===== config.mk =====
export PLATFORM = sky130hd
export DESIGN_NAME = addressed_repeater_message_router
export DESIGN_NICKNAME = d
export VERILOG_FILES = /design/src/hdl/router_pkg.sv /design/src/hdl/frame_gap_timer.sv /design/src/hdl/address_extractor.sv /design/src/hdl/addressed_repeater_message_router.sv
export SDC_FILE = /design/constraint.sdc
export NUM_CORES = 1
export LEC_CHECK = 0
export ABC_AREA = 1
export BUFFER_PORTS_ARGS = -buffer_cell sky130_fd_sc_hd__buf_2
export CAP_MARGIN = 20
export CORE_MARGIN = 5
export CORE_UTILIZATION = 40
export CTS_BUF_LIST = sky130_fd_sc_hd__clkbuf_2 sky130_fd_sc_hd__clkbuf_4 sky130_fd_sc_hd__clkbuf_8
export CTS_CLUSTER_DIAMETER = 80
export DETAILED_ROUTE_END_ITERATION = 8
export GPL_TIMING_DRIVEN = 0
export PLACE_DENSITY = 0.69
export SETUP_SLACK_MARGIN = 0.4
export SLEW_MARGIN = 10
export SYNTH_ARGS = -nofsm -noshare
export SYNTH_HDL_FRONTEND = slang
export SYNTH_HIERARCHICAL = 1
export SYNTH_SLANG_ARGS = --single-unit

===== constraint.sdc =====
create_clock -name mclk -period 6.65 [get_ports mclk]
set_clock_uncertainty 0.15 [all_clocks]
set_input_delay 0.9975 -clock mclk [delete_from_list [all_inputs] [get_ports mclk]]
set_output_delay 0.9975 -clock mclk [all_outputs]
set_load 0.02 [all_outputs]

===== src/hdl/router_pkg.sv =====
// Shared constants and carrier types for the addressed message router
package router_pkg;
	localparam int          CLK_HZ           = 200_000_000;
	localparam int          PROG_BAUD        = 9600;
	localparam int          CHAR_BITS        = 10;
	localparam int          PROG_CHAR_CYC    = CLK_HZ / PROG_BAUD * CHAR_BITS;
	localparam int          CYC_W            = 18;
	localparam int          HOP_W            = 4;
	localparam logic [15:0] ADDR_ALL         = 16'hffff;
	localparam logic [7:0]  START_WILD       = 8'h2a;
	localparam logic [6:0]  PAUSE_MIN        = 7'h01;
	localparam logic [6:0]  PAUSE_MAX        = 7'h64;
	localparam logic [6:0]  PAUSE_DEF        = 7'h03;
	// Address field types
	localparam logic [2:0]  ATYPE_HEX8       = 3'h6;
	localparam logic [2:0]  ATYPE_HEX16      = 3'h7;
	// Inline command bytes
	localparam logic [7:0]  CMD_S            = 8'h53;
	localparam logic [7:0]  CMD_L            = 8'h4c;
	localparam logic [7:0]  OP_CHAN          = 8'h43;
	localparam logic [7:0]  OP_PRX           = 8'h52;
	localparam logic [7:0]  OP_PTX           = 8'h54;
	localparam logic [7:0]  OP_SRX           = 8'h72;
	localparam logic [7:0]  OP_STX           = 8'h74;
	// Register byte offsets
	localparam logic [7:0]  OFS_CTRL         = 8'h00;
	localparam logic [7:0]  OFS_RXADDR       = 8'h04;
	localparam logic [7:0]  OFS_TXADDR       = 8'h08;
	localparam logic [7:0]  OFS_PROTO1       = 8'h0c;
	localparam logic [7:0]  OFS_PROTO2       = 8'h10;
	localparam logic [7:0]  OFS_HOP          = 8'h14;
	localparam logic [7:0]  OFS_SERCFG       = 8'h18;
	localparam logic [7:0]  OFS_CHAN         = 8'h1c;
	localparam logic [7:0]  OFS_STATUS       = 8'h20;
	// Control register bit positions
	localparam int          CTRL_RXEN        = 0;
	localparam int          CTRL_TXEN        = 1;
	localparam int          CTRL_RPT         = 2;
	localparam int          CTRL_P1          = 3;
	localparam int          CTRL_P2          = 4;
	localparam int          CTRL_INL         = 5;
	localparam int          CTRL_PAUSE       = 8;
	// Reset values and AXI response codes
	localparam logic [31:0] CTRL_RST         = 32'h0000_0320;
	localparam logic [3:0]  HOP_RST          = 4'hf;
	localparam logic [1:0]  RESP_OKAY        = 2'h0;
	localparam logic [1:0]  RESP_SLVERR      = 2'h2;

	typedef struct packed {
		logic [7:0] start;
		logic [3:0] offset;
		logic [2:0] atype;
	} proto_cfg_t;

	typedef struct packed {
		logic             addressed;
		logic [15:0]      addr;
		logic [HOP_W-1:0] hop;
	} telegram_t;
endpackage


===== src/hdl/frame_gap_timer.sv =====
// Serial idle-gap timer marking message boundaries in character times
`timescale 1ns/10ps
module frame_gap_timer
	import router_pkg::*;
(
	input  wire logic             mclk,
	input  wire logic             srst,
	input  wire logic [CYC_W-1:0] char_cycles,
	input  wire logic [6:0]       pause,
	input  wire logic             byte_valid,
	output logic                  idle,
	output logic                  gap_pulse
);
	logic [CYC_W-1:0] div_r;
	logic [6:0]       chars_r;
	logic             tick;

	assign tick = (div_r >= char_cycles - 18'h00001);

	// Character-time divider, restarted by every byte
	always_ff @(posedge mclk) begin
		if (srst || byte_valid || tick) begin
			div_r <= '0;
		end else begin
			div_r <= div_r + 18'h00001;
		end
	end

	// Idle character count and boundary pulse
	always_ff @(posedge mclk) begin
		if (srst) begin
			chars_r   <= '0;
			idle      <= 1'b1;
			gap_pulse <= 1'b0;
		end else if (byte_valid) begin
			chars_r   <= '0;
			idle      <= 1'b0;
			gap_pulse <= 1'b0;
		end else begin
			gap_pulse <= 1'b0;
			if (tick && !idle) begin
				chars_r <= chars_r + 7'h01;
				if (chars_r + 7'h01 >= pause) begin
					idle      <= 1'b1;
					gap_pulse <= 1'b1;
				end
			end
		end
	end
endmodule


===== src/hdl/address_extractor.sv =====
// Finds and decodes the address field of one user protocol
`timescale 1ns/10ps
module address_extractor
	import router_pkg::*;
(
	input  wire logic       mclk,
	input  wire logic       srst,
	input  wire proto_cfg_t cfg,
	input  wire logic       sop,
	input  wire logic       byte_valid,
	input  wire logic [7:0] data,
	output logic            found,
	output logic [15:0]     addr
);
	typedef enum logic [1:0] {
		SEEK    = 2'b00,
		COLLECT = 2'b01,
		DONE    = 2'b10,
		FAIL    = 2'b11
	} ext_state_t;

	ext_state_t st_r;
	logic [4:0] pos_r;
	logic       hit;
	logic [4:0] pos;
	logic [4:0] last;
	logic       in_field;

	function automatic logic [4:0] field_len(input logic [2:0] t);
		if (t == ATYPE_HEX16) begin
			field_len = 5'd2;
		end else if (t == ATYPE_HEX8 || t == 3'h0) begin
			field_len = 5'd1;
		end else begin
			field_len = {2'b00, t};
		end
	endfunction

	// Wildcard start takes the first byte after a gap
	assign hit = (cfg.start == START_WILD) ? sop :
		((sop || st_r == SEEK) && data == cfg.start);
	assign pos      = hit ? 5'd0 : pos_r + 5'd1;
	assign last     = {1'b0, cfg.offset} + field_len(cfg.atype) - 5'd1;
	assign in_field = (pos >= {1'b0, cfg.offset}) && (pos <= last);

	// Field search and value accumulation
	always_ff @(posedge mclk) begin
		if (srst) begin
			st_r  <= SEEK;
			pos_r <= '0;
			found <= 1'b0;
			addr  <= '0;
		end else if (byte_valid && (hit || (st_r == COLLECT && !sop))) begin
			pos_r <= pos;
			st_r  <= COLLECT;
			if (hit) begin
				found <= 1'b0;
				addr  <= '0;
			end
			if (in_field) begin
				if (cfg.atype >= ATYPE_HEX8) begin
					addr <= (hit ? 16'h0000 : addr) << 8 | {8'h00, data};
				end else if (data >= 8'h30 && data <= 8'h39) begin
					addr <= 16'((hit ? 16'h0000 : addr) * 16'd10)
						+ {12'h000, data[3:0]};
				end else begin
					st_r <= FAIL;
				end
				if (pos == last && (cfg.atype >= ATYPE_HEX8 ||
					(data >= 8'h30 && data <= 8'h39))) begin
					st_r  <= DONE;
					found <= 1'b1;
				end
			end
		end else if (byte_valid && sop) begin
			st_r  <= SEEK;
			found <= 1'b0;
		end
	end
endmodule


===== src/hdl/addressed_repeater_message_router.sv =====
// Message router: protocol address matching, hop count and repeat decisions
`timescale 1ns/10ps
module addressed_repeater_message_router
	import router_pkg::*;
#(
	parameter int PROG_CHAR_CYCLES = PROG_CHAR_CYC
)
(
	input  wire logic             mclk,
	input  wire logic             srst,
	input  wire logic             cfg_entry_n,
	input  wire logic             dte_valid,
	input  wire logic [7:0]       dte_data,
	input  wire logic             rx_valid,
	input  wire telegram_t        rx_tel,
	input  wire logic [7:0]       s_axi_awaddr,
	input  wire logic             s_axi_awvalid,
	output logic                  s_axi_awready,
	input  wire logic [31:0]      s_axi_wdata,
	input  wire logic [3:0]       s_axi_wstrb,
	input  wire logic             s_axi_wvalid,
	output logic                  s_axi_wready,
	output logic [1:0]            s_axi_bresp,
	output logic                  s_axi_bvalid,
	input  wire logic             s_axi_bready,
	input  wire logic [7:0]       s_axi_araddr,
	input  wire logic             s_axi_arvalid,
	output logic                  s_axi_arready,
	output logic [31:0]           s_axi_rdata,
	output logic [1:0]            s_axi_rresp,
	output logic                  s_axi_rvalid,
	input  wire logic             s_axi_rready,
	output logic                  msg_valid,
	output logic                  msg_drop,
	output telegram_t             msg_tel,
	output logic                  dte_deliver,
	output logic                  rpt_valid,
	output telegram_t             rpt_tel,
	output logic                  prog_mode,
	output logic [CYC_W-1:0]      serial_char_cycles,
	output logic [7:0]            radio_channel
);
	logic [31:0]      ctrl_r;
	logic [15:0]      primary_receive_addr;
	logic [15:0]      secondary_receive_addr;
	logic [15:0]      primary_transmit_addr;
	logic [15:0]      secondary_transmit_addr;
	proto_cfg_t       proto1_r;
	proto_cfg_t       proto2_r;
	logic [HOP_W-1:0] hop_cfg_r;
	logic [CYC_W-1:0] ser_cyc_r;
	logic [7:0]       drop_cnt_r;
	logic [7:0]       rpt_cnt_r;
	logic             aw_hold_r;
	logic             w_hold_r;
	logic [7:0]       awaddr_h_r;
	logic [31:0]      wdata_h_r;
	logic [3:0]       wstrb_h_r;
	logic             wr_go;
	logic [3:0]       wr_idx;
	logic [3:0]       rd_idx;
	logic [31:0]      rd_val;
	logic             idle;
	logic             gap_pulse;
	logic             sop;
	logic             msg_act_r;
	logic [2:0]       msg_len_r;
	logic [39:0]      cmd_sh_r;
	logic             msg_end;
	logic             is_cmd;
	logic [15:0]      cmd_val;
	logic             p1_found;
	logic             p2_found;
	logic [15:0]      p1_addr;
	logic [15:0]      p2_addr;
	logic             proto_on;
	logic [6:0]       pause;
	logic             hit_pri;
	logic             hit_sec;
	logic             accept;

	// Register index decode shared by read and write paths
	function automatic logic [3:0] reg_index(input logic [7:0] a);
		if (a == OFS_CTRL) begin
			reg_index = 4'h0;
		end else if (a == OFS_RXADDR) begin
			reg_index = 4'h1;
		end else if (a == OFS_TXADDR) begin
			reg_index = 4'h2;
		end else if (a == OFS_PROTO1) begin
			reg_index = 4'h3;
		end else if (a == OFS_PROTO2) begin
			reg_index = 4'h4;
		end else if (a == OFS_HOP) begin
			reg_index = 4'h5;
		end else if (a == OFS_SERCFG) begin
			reg_index = 4'h6;
		end else if (a == OFS_CHAN) begin
			reg_index = 4'h7;
		end else if (a == OFS_STATUS) begin
			reg_index = 4'h8;
		end else begin
			reg_index = 4'hf;
		end
	endfunction

	// Byte-lane merge of a write into an old value
	function automatic logic [31:0] merge(input logic [31:0] old_v,
		input logic [31:0] new_v, input logic [3:0] strb);
		for (int i = 0; i < 4; i++) begin
			merge[i*8 +: 8] = strb[i] ? new_v[i*8 +: 8] : old_v[i*8 +: 8];
		end
	endfunction

	// Clamp the pause setting into its legal range
	function automatic logic [6:0] clamp_pause(input logic [6:0] p);
		if (p < PAUSE_MIN) begin
			clamp_pause = PAUSE_MIN;
		end else if (p > PAUSE_MAX) begin
			clamp_pause = PAUSE_MAX;
		end else begin
			clamp_pause = p;
		end
	endfunction

	assign wr_go  = aw_hold_r && w_hold_r && !s_axi_bvalid;
	assign wr_idx = reg_index(awaddr_h_r);
	assign rd_idx = reg_index(s_axi_araddr);
	assign pause  = clamp_pause(ctrl_r[CTRL_PAUSE +: 7]);

	// AXI4-Lite write channels, either order, response after both
	always_ff @(posedge mclk) begin
		if (srst) begin
			aw_hold_r     <= 1'b0;
			w_hold_r      <= 1'b0;
			awaddr_h_r    <= '0;
			wdata_h_r     <= '0;
			wstrb_h_r     <= '0;
			s_axi_awready <= 1'b1;
			s_axi_wready  <= 1'b1;
			s_axi_bvalid  <= 1'b0;
			s_axi_bresp   <= RESP_OKAY;
		end else begin
			if (s_axi_awvalid && s_axi_awready) begin
				aw_hold_r     <= 1'b1;
				awaddr_h_r    <= s_axi_awaddr;
				s_axi_awready <= 1'b0;
			end
			if (s_axi_wvalid && s_axi_wready) begin
				w_hold_r     <= 1'b1;
				wdata_h_r    <= s_axi_wdata;
				wstrb_h_r    <= s_axi_wstrb;
				s_axi_wready <= 1'b0;
			end
			if (wr_go) begin
				aw_hold_r    <= 1'b0;
				w_hold_r     <= 1'b0;
				s_axi_bvalid <= 1'b1;
				s_axi_bresp  <= (wr_idx == 4'hf) ? RESP_SLVERR : RESP_OKAY;
			end
			if (s_axi_bvalid && s_axi_bready) begin
				s_axi_bvalid  <= 1'b0;
				s_axi_awready <= 1'b1;
				s_axi_wready  <= 1'b1;
			end
		end
	end

	// Read data mux
	always_comb begin
		case (rd_idx)
			4'h0: rd_val = ctrl_r;
			4'h1: rd_val = {secondary_receive_addr, primary_receive_addr};
			4'h2: rd_val = {secondary_transmit_addr, primary_transmit_addr};
			4'h3: rd_val = {17'h00000, proto1_r};
			4'h4: rd_val = {17'h00000, proto2_r};
			4'h5: rd_val = {28'h0000000, hop_cfg_r};
			4'h6: rd_val = {14'h0000, ser_cyc_r};
			4'h7: rd_val = {24'h000000, radio_channel};
			4'h8: rd_val = {8'h00, rpt_cnt_r, drop_cnt_r, 7'h00, prog_mode};
			default: rd_val = 32'h0000_0000;
		endcase
	end

	// AXI4-Lite read channel, one cycle to answer
	always_ff @(posedge mclk) begin
		if (srst) begin
			s_axi_arready <= 1'b1;
			s_axi_rvalid  <= 1'b0;
			s_axi_rdata   <= '0;
			s_axi_rresp   <= RESP_OKAY;
		end else if (s_axi_arvalid && s_axi_arready) begin
			s_axi_arready <= 1'b0;
			s_axi_rvalid  <= 1'b1;
			s_axi_rdata   <= rd_val;
			s_axi_rresp   <= (rd_idx == 4'hf) ? RESP_SLVERR : RESP_OKAY;
		end else if (s_axi_rvalid && s_axi_rready) begin
			s_axi_rvalid  <= 1'b0;
			s_axi_arready <= 1'b1;
		end
	end

	// Programming mode follows the entry pin
	always_ff @(posedge mclk) begin
		if (srst) begin
			prog_mode          <= 1'b0;
			serial_char_cycles <= CYC_W'(PROG_CHAR_CYCLES);
		end else begin
			prog_mode          <= !cfg_entry_n;
			serial_char_cycles <= prog_mode ? CYC_W'(PROG_CHAR_CYCLES)
				: ser_cyc_r;
		end
	end

	// Configuration registers, written by software or inline command
	always_ff @(posedge mclk) begin
		if (srst) begin
			ctrl_r                  <= CTRL_RST;
			primary_receive_addr    <= '0;
			secondary_receive_addr  <= '0;
			primary_transmit_addr   <= '0;
			secondary_transmit_addr <= '0;
			proto1_r                <= '0;
			proto2_r                <= '0;
			hop_cfg_r               <= HOP_RST;
			ser_cyc_r               <= CYC_W'(PROG_CHAR_CYCLES);
			radio_channel           <= '0;
		end else if (wr_go) begin
			case (wr_idx)
				4'h0: ctrl_r <= merge(ctrl_r, wdata_h_r, wstrb_h_r);
				4'h1: {secondary_receive_addr, primary_receive_addr} <= merge(
					{secondary_receive_addr, primary_receive_addr},
					wdata_h_r, wstrb_h_r);
				4'h2: {secondary_transmit_addr, primary_transmit_addr} <= merge(
					{secondary_transmit_addr, primary_transmit_addr},
					wdata_h_r, wstrb_h_r);
				4'h3: proto1_r <= 15'(merge({17'h0, proto1_r}, wdata_h_r, wstrb_h_r));
				4'h4: proto2_r <= 15'(merge({17'h0, proto2_r}, wdata_h_r, wstrb_h_r));
				4'h5: if (prog_mode) begin
					hop_cfg_r <= wstrb_h_r[0] ? wdata_h_r[3:0] : hop_cfg_r;
				end
				4'h6: if (prog_mode) begin
					ser_cyc_r <= CYC_W'(merge({14'h0, ser_cyc_r}, wdata_h_r, wstrb_h_r));
				end
				4'h7: radio_channel <= wstrb_h_r[0] ? wdata_h_r[7:0] : radio_channel;
				default: ;
			endcase
		end else if (msg_end && is_cmd) begin
			case (cmd_sh_r[23:16])
				OP_CHAN: radio_channel           <= cmd_val[7:0];
				OP_PRX:  primary_receive_addr    <= cmd_val;
				OP_PTX:  primary_transmit_addr   <= cmd_val;
				OP_SRX:  secondary_receive_addr  <= cmd_val;
				OP_STX:  secondary_transmit_addr <= cmd_val;
				default: ;
			endcase
		end
	end

	frame_gap_timer u_gap (
		.mclk        (mclk),
		.srst        (srst),
		.char_cycles (serial_char_cycles),
		.pause       (pause),
		.byte_valid  (dte_valid),
		.idle        (idle),
		.gap_pulse   (gap_pulse)
	);

	address_extractor u_proto1 (
		.mclk       (mclk),
		.srst       (srst),
		.cfg        (proto1_r),
		.sop        (sop),
		.byte_valid (dte_valid),
		.data       (dte_data),
		.found      (p1_found),
		.addr       (p1_addr)
	);

	address_extractor u_proto2 (
		.mclk       (mclk),
		.srst       (srst),
		.cfg        (proto2_r),
		.sop        (sop),
		.byte_valid (dte_valid),
		.data       (dte_data),
		.found      (p2_found),
		.addr       (p2_addr)
	);

	assign sop      = dte_valid && idle;
	assign msg_end  = gap_pulse && msg_act_r;
	assign cmd_val  = cmd_sh_r[15:0];
	assign is_cmd   = ctrl_r[CTRL_INL] && !prog_mode && msg_len_r == 3'd5 &&
		cmd_sh_r[39:32] == CMD_S && cmd_sh_r[31:24] == CMD_L;
	assign proto_on = ctrl_r[CTRL_P1] || ctrl_r[CTRL_P2];

	// Message length and last five bytes for inline command detection
	always_ff @(posedge mclk) begin
		if (srst || msg_end) begin
			msg_act_r <= 1'b0;
			msg_len_r <= '0;
			cmd_sh_r  <= '0;
		end else if (dte_valid) begin
			msg_act_r <= 1'b1;
			msg_len_r <= sop ? 3'd1 : (msg_len_r == 3'd7 ? 3'd7 : msg_len_r + 3'd1);
			cmd_sh_r  <= sop ? {32'h0, dte_data} : {cmd_sh_r[31:0], dte_data};
		end
	end

	// Outgoing message routing at each message boundary
	always_ff @(posedge mclk) begin
		if (srst) begin
			msg_valid  <= 1'b0;
			msg_drop   <= 1'b0;
			msg_tel    <= '0;
			drop_cnt_r <= '0;
		end else begin
			msg_valid <= 1'b0;
			msg_drop  <= 1'b0;
			if (msg_end && !is_cmd) begin
				msg_tel.addressed <= ctrl_r[CTRL_TXEN];
				msg_tel.hop <= ctrl_r[CTRL_TXEN] ? hop_cfg_r : '0;
				if (!proto_on) begin
					msg_valid    <= 1'b1;
					msg_tel.addr <= primary_transmit_addr;
				end else if (ctrl_r[CTRL_P1] && p1_found) begin
					msg_valid    <= 1'b1;
					msg_tel.addr <= p1_addr;
				end else if (ctrl_r[CTRL_P2] && p2_found) begin
					msg_valid    <= 1'b1;
					msg_tel.addr <= p2_addr;
				end else begin
					msg_drop   <= 1'b1;
					drop_cnt_r <= drop_cnt_r + 8'h01;
				end
			end
		end
	end

	// Received telegram address check; all-ones accepts everything
	assign hit_pri = rx_tel.addr == primary_receive_addr ||
		primary_receive_addr == ADDR_ALL;
	assign hit_sec = rx_tel.addr == secondary_receive_addr ||
		secondary_receive_addr == ADDR_ALL;
	assign accept  = !rx_tel.addressed || !ctrl_r[CTRL_RXEN] ||
		hit_pri || hit_sec;

	// Local delivery and repeat decision
	always_ff @(posedge mclk) begin
		if (srst) begin
			dte_deliver <= 1'b0;
			rpt_valid   <= 1'b0;
			rpt_tel     <= '0;
			rpt_cnt_r   <= '0;
		end else begin
			dte_deliver <= rx_valid && accept;
			rpt_valid   <= 1'b0;
			if (rx_valid && accept && ctrl_r[CTRL_RPT]) begin
				rpt_tel.addressed <= rx_tel.addressed;
				rpt_tel.addr <= (ctrl_r[CTRL_RXEN] && rx_tel.addressed && hit_sec && !hit_pri)
					? secondary_transmit_addr : primary_transmit_addr;
				if (!rx_tel.addressed) begin
					rpt_valid   <= 1'b1;
					rpt_tel.hop <= '0;
					rpt_cnt_r   <= rpt_cnt_r + 8'h01;
				end else if (rx_tel.hop >= 4'd2) begin
					rpt_valid   <= 1'b1;
					rpt_tel.hop <= rx_tel.hop - 4'd1;
					rpt_cnt_r   <= rpt_cnt_r + 8'h01;
				end
			end
		end
	end

	a_hop_decrement: assert property (@(posedge mclk) disable iff (srst)
		rx_valid && accept && ctrl_r[CTRL_RPT] && rx_tel.addressed && rx_tel.hop >= 4'd2
		|=> rpt_valid && rpt_tel.hop == $past(rx_tel.hop) - 4'd1)
		else $error("repeat hop not decremented");
	a_low_hop_hold: assert property (@(posedge mclk) disable iff (srst)
		rx_valid && rx_tel.addressed && rx_tel.hop < 4'd2 |=> !rpt_valid)
		else $error("low hop telegram repeated");
	a_discard_nomatch: assert property (@(posedge mclk) disable iff (srst)
		rx_valid && rx_tel.addressed && ctrl_r[CTRL_RXEN] && !hit_pri && !hit_sec
		|=> !dte_deliver && !rpt_valid)
		else $error("unmatched telegram passed");
	a_all_ones_accept: assert property (@(posedge mclk) disable iff (srst)
		rx_valid && primary_receive_addr == ADDR_ALL |=> dte_deliver)
		else $error("broadcast address not accepted");
	a_secondary_tx: assert property (@(posedge mclk) disable iff (srst)
		rpt_valid && rpt_tel.addressed && $past(ctrl_r[CTRL_RXEN]) && !$past(hit_sec)
		|-> rpt_tel.addr == $past(primary_transmit_addr))
		else $error("secondary address used wrongly");
	a_drop_unmatched: assert property (@(posedge mclk) disable iff (srst)
		msg_end && !is_cmd && proto_on && !(ctrl_r[CTRL_P1] && p1_found) &&
		!(ctrl_r[CTRL_P2] && p2_found) |=> msg_drop && !msg_valid)
		else $error("unmatched message not dropped");
	a_proto_order: assert property (@(posedge mclk) disable iff (srst)
		msg_end && !is_cmd && ctrl_r[CTRL_P1] && p1_found
		|=> msg_valid && msg_tel.addr == $past(p1_addr))
		else $error("protocol 1 not preferred");
	a_hop_field: assert property (@(posedge mclk) disable iff (srst)
		msg_valid && msg_tel.addressed |-> msg_tel.hop == hop_cfg_r)
		else $error("hop field missing");
	a_prog_rate: assert property (@(posedge mclk) disable iff (srst)
		prog_mode ##1 prog_mode |-> serial_char_cycles == CYC_W'(PROG_CHAR_CYCLES))
		else $error("programming rate not used");
endmodule


* Word-level counts from Yosys, hierarchy flattened
Index checks and enable logic that the tools add are counted.
** Operators by class
- Multiplexer cells :: 108
- $lt $le $gt $ge :: 13
- Add/subtract/negate cells :: 15
- Bitwise operators :: 8
- Equality and inequality tests :: 67
- $mul :: 2
- Reduce and logical (&&, ||, !) cells :: 113
** Operators by type and width (count)
- 16-bit 2-to-1 mux :: 28
- 32-bit case mux with 9 select lines :: 1
- 8-bit 2-to-1 mux :: 10
- 4-bit 2-to-1 mux :: 19
- 8-bit by 5-bit equality test with 1-bit output (second input constant) :: 8
- 8-bit by 7-bit equality test with 1-bit output (second input constant) :: 7
- 4-bit AND reduction :: 14
- 40-bit 2-to-1 mux :: 1
- 1-bit logical AND :: 35
- 16-bit by 4-bit adder with 16-bit output :: 2
- 16-bit equality test :: 2
- 16-bit equality test (second input constant) :: 2
- 4-bit by 3-bit equality test with 1-bit output (second input constant) :: 8
- 8-bit by 4-bit equality test with 1-bit output (second input constant) :: 4
- 8-bit by 6-bit equality test with 1-bit output (second input constant) :: 4
- 16-bit by 3-bit multiplier with 15-bit output (second input constant) :: 2
- 16-bit by 8-bit bitwise OR with 16-bit output :: 2
- 1-bit 2-to-1 mux :: 25
- 2-bit 2-to-1 mux :: 12
- 3-bit 2-to-1 mux :: 8
- 3-bit AND reduction :: 8
- 2-bit nonzero test :: 11
- 18-bit by 1-bit adder with 18-bit output (second input constant) :: 1
- 3-bit equality test (second input constant) :: 6
- other kinds (41) :: 106
** Storage, ports and cells
- Output and inout bits :: 114
- Bits in registers :: 443
- Word-level logic and storage cells :: 393
- Input bits :: 91

* Depth between registers and ports, before layout
- Depth after elaboration :: 13
- Mapped depth :: 31
- Mapped depth without buffers :: 30

* Cells and area by module
The synthesis kept the hierarchy.
** Modules (own cells, without submodules)
- addressed_repeater_message_router :: cells each 2246, instances 1, area each 16180.5 µm², seq. area each 7327.0 µm²
- address_extractor at u_proto2 :: cells each 472, instances 1, area each 3094.2 µm², seq. area each 480.5 µm²
- address_extractor at u_proto1 :: cells each 469, instances 1, area each 3055.4 µm², seq. area each 480.5 µm²
- frame_gap_timer :: cells each 328, instances 1, area each 2250.9 µm², seq. area each 540.5 µm²

* Worst setup path after synthesis
OpenSTA, ideal clock, no wires.
- Path type :: in2reg
- From :: in dte_data[7]
- To :: reg u_proto1.addr[14]
- Arrival time :: 3945 ps
- Cell stages on the path :: 27
- Library setup time :: 114 ps
- Slack :: 2441 ps
- Path buffers :: 1
- Cell sequence :: xnor2_1 -> nand2_1 -> nor2_1 -> nand2_1 -> nand2_1 -> nand2_4 -> clkbuf_1 -> nand2_1 -> inv_1 -> ha_1 -> ha_1 -> fa_1 -> inv_1 -> nor2_1 -> nand2_1 -> nor2_2 -> nand2_1 -> nor2_2 -> nand3_2 -> nor2_1 -> nand2_1 -> nand2_1 -> nand2_1 -> nand2_1 -> nand2_1 -> nand2_1 -> a21oi_2
** Between the ends
- Word-level cells in the longest chain between the ends :: 9
** RTL lines
- from (decl) :: RTL line addressed_repeater_message_router.sv:13 : input wire logic [7:0] dte_data,
- 8-bit equality test :: RTL line address_extractor.sv:41 : ((sop || st_r == SEEK) && data == cfg.start);
- 1-bit logical AND :: RTL line address_extractor.sv:41
- 1-bit 2-to-1 mux :: RTL line address_extractor.sv:40 : assign hit = (cfg.start == START_WILD) ? sop :
- 16-bit 2-to-1 mux :: RTL line address_extractor.sv:56, address_extractor.sv:64
- 16-bit by 3-bit multiplier with 15-bit output :: RTL line address_extractor.sv:64 : addr <= 16'((hit ? 16'h0000 : addr) * 16'd10)
- 16-bit by 4-bit adder with 16-bit output :: RTL line address_extractor.sv:65 : + {12'h000, data[3:0]};
- 16-bit 2-to-1 mux :: RTL line address_extractor.sv:63 : end else if (data >= 8'h30 && data <= 8'h39) begin
- 16-bit 2-to-1 mux :: RTL line address_extractor.sv:61 : if (cfg.atype >= ATYPE_HEX8) begin
- 16-bit 2-to-1 mux :: RTL line address_extractor.sv:60 : if (in_field) begin
- to (signal assigned) :: RTL line address_extractor.sv:62 : addr <= (hit ? 16'h0000 : addr) << 8 | {8'h00, data};
- to (signal assigned) :: RTL line address_extractor.sv:64
- to (decl) :: RTL line address_extractor.sv:13 : output logic [15:0] addr
Several ways; a longest one is shown, not always the timed one.
A chain may end at the register's enable or synchronous reset.

* Worst setup path after layout
- From :: in dte_data[5]
- To :: reg u_proto1.addr[13]
The elaborated chain is that of the path after synthesis.

==> results.py <==
metrics = {
    "timing": {
        "fin_crit_sh_pct": 68.7,
        "layout_setup_ws_ps": 2080,
        "finalHoldViolCount": 0,
        "post-route-min-period_ps": 4570,
        "rsz0062_at_grt": "false",
        "setup_viol": 0,
        "finalSetupTns_ps": 0,
        "max_slew_margin_pct": 32.4,
        "worstMarginPinSlew_ps": 1010,
        "whs_ps": 291,
        "clock.fmax_mhz": 219,
        "slew_viol_final": 0,
    },
    "yosys": {
        "synth.area.top_cells": "dfxtp_1 36%, nand2_1 12%, a21oi_1 7.8%",
        "synth.distinct_cells": 61,
        "yosysMostFrequentCell": "nand2_1",
        "yosys-top-cells-count": "774 x nand2_1, 441 x dfxtp_1, 396 x inv_1, 383 x a21oi_1, 312 x o21ai_0",
        "synth_top_cell_by_area": "dfxtp_1",
        "synth_top_cell_area_share_pct": 35.9,
        "syn_area_per_cell_um2": 6.99,
        "ys.flop_type": "dfxtp_1",
        "synth-edff-count": 0,
        "synth_area_um2": 24600,
        "synth_cells": 3515,
        "yosys_warnings": 6,
        "ys_seq_elements": 441,
        "ys_seq_area_share_pct": 35.9,
        "async_reset_ff_share_pct": 0,
    },
    "global_route": {
        "grt_max_degree": 22,
        "antenna_found_initial": 4,
        "overflow": 0,
        "grt_pass1_vias": 23000,
        "grtUsageTotal_pct": 25.5,
        "grt_pass1_wl_um": 134000,
    },
    "die": {
        "fp.coreArea_um2": 60600,
        "io_pins": 205,
        "rows": 90,
        "die_area_um2": 66500,
        "start_util_pct": 40.6,
        "die_w_um": 258,
        "die_h_um": 258,
    },
    "worst_setup_path": {
        "worstSetupPathType": "input pin to register",
        "cp.arrival_ps": 5010,
        "worstSetupStartpointType": "input pin",
        "required_ps": 7100,
        "cp-end-kind": "register",
        "path_max_fanout": 10,
    },
    "clocking": {
        "path_clk_slew_ps": 60,
        "worst_skew_pair.late_latency_ps": 710,
        "cts_made_buffers": 78,
        "cts_tree": "done",
        "clockBufferDepth": 3,
        "root_buffer": "clkbuf_8",
        "h-tree-depth": 3,
        "cts_sinks": 441,
        "cts-hold-fix-buffers": 0,
        "cts_resized": 0,
        "cts_setup_buffers": 0,
    },
    "power_and_ir_drop": {
        "combPwrFrac_pct": 6.7,
        "switching_share_pct": 26.2,
        "power_frac_clock_pct": 47.9,
        "power_density_nw_per_um2": 210,
        "ir_drop_uv": 125,
        "p_sw_w": 0.00156,
        "p_leak_nw": 12.4,
        "pwr-share-seq_pct": 45.5,
        "p_int_w": 0.00439,
    },
    "detailed_routing": {
        "dr.first_iter.drc_count": 2799,
        "vias_per_cell": 5.39,
        "antenna_left": 0,
        "dr.pass1.iters": 8,
        "avgRoutedWirePerCell_um": 19.2,
        "num_vias": 25000,
        "wirelength_um": 88900,
        "drc": 0,
    },
    "placed_design": {
        "placed_area_um2": 26600,
        "hpwl_um": 69200,
        "io_buffers": 202,
        "pre_cts_ws_ps": 1500,
        "gp_congestion": 1.01,
    },
    "outcome": {
        "status": "completed",
    },
    "final_layout": {
        "layout-area-overhead-vs-synth_pct": 15.3,
        "drive_above_1_share_pct": 13.9,
        "design_area_um2": 28300,
        "final_net_count": 4013,
    },
    "worst_hold_path": {
        "hold_class": "register to register",
    },
    "job": {
        "drv_cap": 0,
    },
}
-- routing by layer --
metal / vias up / GRT usage, % / routed length (um) / share of wire, %
li1: 12100 / - / - / -
met4: 4 / 10.3 / 3850 / 4.3
met5: - / 0 / 16 / 0.018
met1: 11400 / 35.1 / 37600 / 42
met3: 251 / 5.79 / 9620 / 11
met2: 1209 / 38.9 / 37800 / 42
-- registers in the layout, indices dropped and copies added, names as in the netlist, 7 cells and up --
| name | count |
|---|---|
| rpt_cnt_r | 8 |
| secondary_transmit_addr | 16 |
| proto1_r | 15 |
| cmd_sh_r | 40 |
| u_proto1/addr | 16 |
| serial_char_cycles | 18 |
| wdata_h_r | 32 |
| s_axi_rdata | 32 |
| msg_tel | 21 |
| awaddr_h_r | 8 |
| proto2_r | 15 |
| secondary_receive_addr | 16 |
| u_proto2/addr | 16 |
| rpt_tel | 21 |
| primary_receive_addr | 16 |
| radio_channel | 8 |
| ctrl_r | 32 |
| u_gap/div_r | 18 |
| ser_cyc_r | 18 |
| u_gap/chars_r | 7 |
| primary_transmit_addr | 16 |
| drop_cnt_r | 8 |
-- critical path, stage by stage --
cell and delay, ps:
buf_2 280, inv_2 110, nand2_1 90, nand2_1 50, nand2_1 60, nor2_1 40, nand2_1 50, nand2_1 80
nand2_4 120, clkbuf_1 420, nand2_1 90, inv_1 170, ha_1 260, ha_1 240, fa_1 460, nand3_1 120
nand3_1 110, nand2_1 100, nand3_2 100, xor2_1 300, inv_1 100, nor2_2 140, xor2_1 210, o21ai_1 100
nand2_1 70, nand2_1 50, a21oi_1 110
-- through the flow --
| stage | instances | util [%] | total power [W] |
|---|---|---|---|
| 3_5_place_dp | 4500 | 43.9 | 0.00315 |
| 6_report | 4638 | 46.8 | 0.00595 |
| 5_1_grt | 4637 | 46.8 | 0.00611 |
| 3_3_place_gp | 4500 | 43.9 | 0.00314 |
| 4_1_cts | 4637 | 46.8 | 0.00595 |
| 2_1_floorplan | 3516 | - | 0.00297 |
-- logic make-up after synthesis --
logic type / count (synthesis) / share of synthesized area [%]
flops: 441 / 35.9
other cells: 1 / 0.0153
xor+xnor: 103 / 3.88
simple gates: 1442 / 25.9
compound gates: 833 / 18.3
buf+inv: 571 / 9.48
fa+ha+maj: 124 / 6.49
-- final cells by class --
cell class | instances | area, um2
Fill cell | 6307 | 32200
Clock buffer | 115 | 1500
Clock inverter | 22 | 264
Antenna cell | 1 | 2.50
Inverter | 428 | 1610
Timing Repair Buffer | 202 | 1010
Sequential cell | 441 | 8830
Multi-Input combinational cell | 2504 | 13400
Buffer | 143 | 716
Tap cell | 782 | 978
-- power by group through the flow --
stage          sequential (W)  clock [W]  combinational [W]
3_5_place_dp          0.00276          0           0.000384
3_3_place_gp          0.00276          0           0.000383
2_1_floorplan         0.00276          0           0.000209
6_report              0.00271    0.00285           0.000397
4_1_cts               0.00270    0.00286           0.000386
5_1_grt               0.00271    0.00298           0.000422
-- placed cells by master (no fill, tap or decap), types with 19 or more instances in the layout --
cell type,Yosys,final
xor2_1,59,59
xnor2_1,40,40
o21ai_0,312,312
buf_2,35,237
clkbuf_1,82,82
a31oi_1,22,22
nor3_1,30,30
a21oi_1,383,383
a211oi_1,19,19
clkbuf_8,0,101
inv_1,396,396
o22ai_1,26,26
nand4_1,72,72
nand2_2,27,27
ha_1,118,118
nand2_1,774,774
nor2_1,287,287
o211ai_1,23,23
dfxtp_1,441,441
nand3_1,162,162
inv_2,24,24
nor2_2,25,25
-- worst paths after layout --
path	slack [ps]	cells past startpoint	start	endpoint
setup / recovery	2080	27	dte_data[5]	u_proto1/addr[13]
hold / removal	290	2	wdata_h_r[26]	ctrl_r[26]
setup reg to reg	2290	24	proto1_r[12]	u_proto1/addr[13]
hold reg to reg	290	2	wdata_h_r[26]	ctrl_r[26]
No activity file was read; power rests on OpenSTA's default activity.
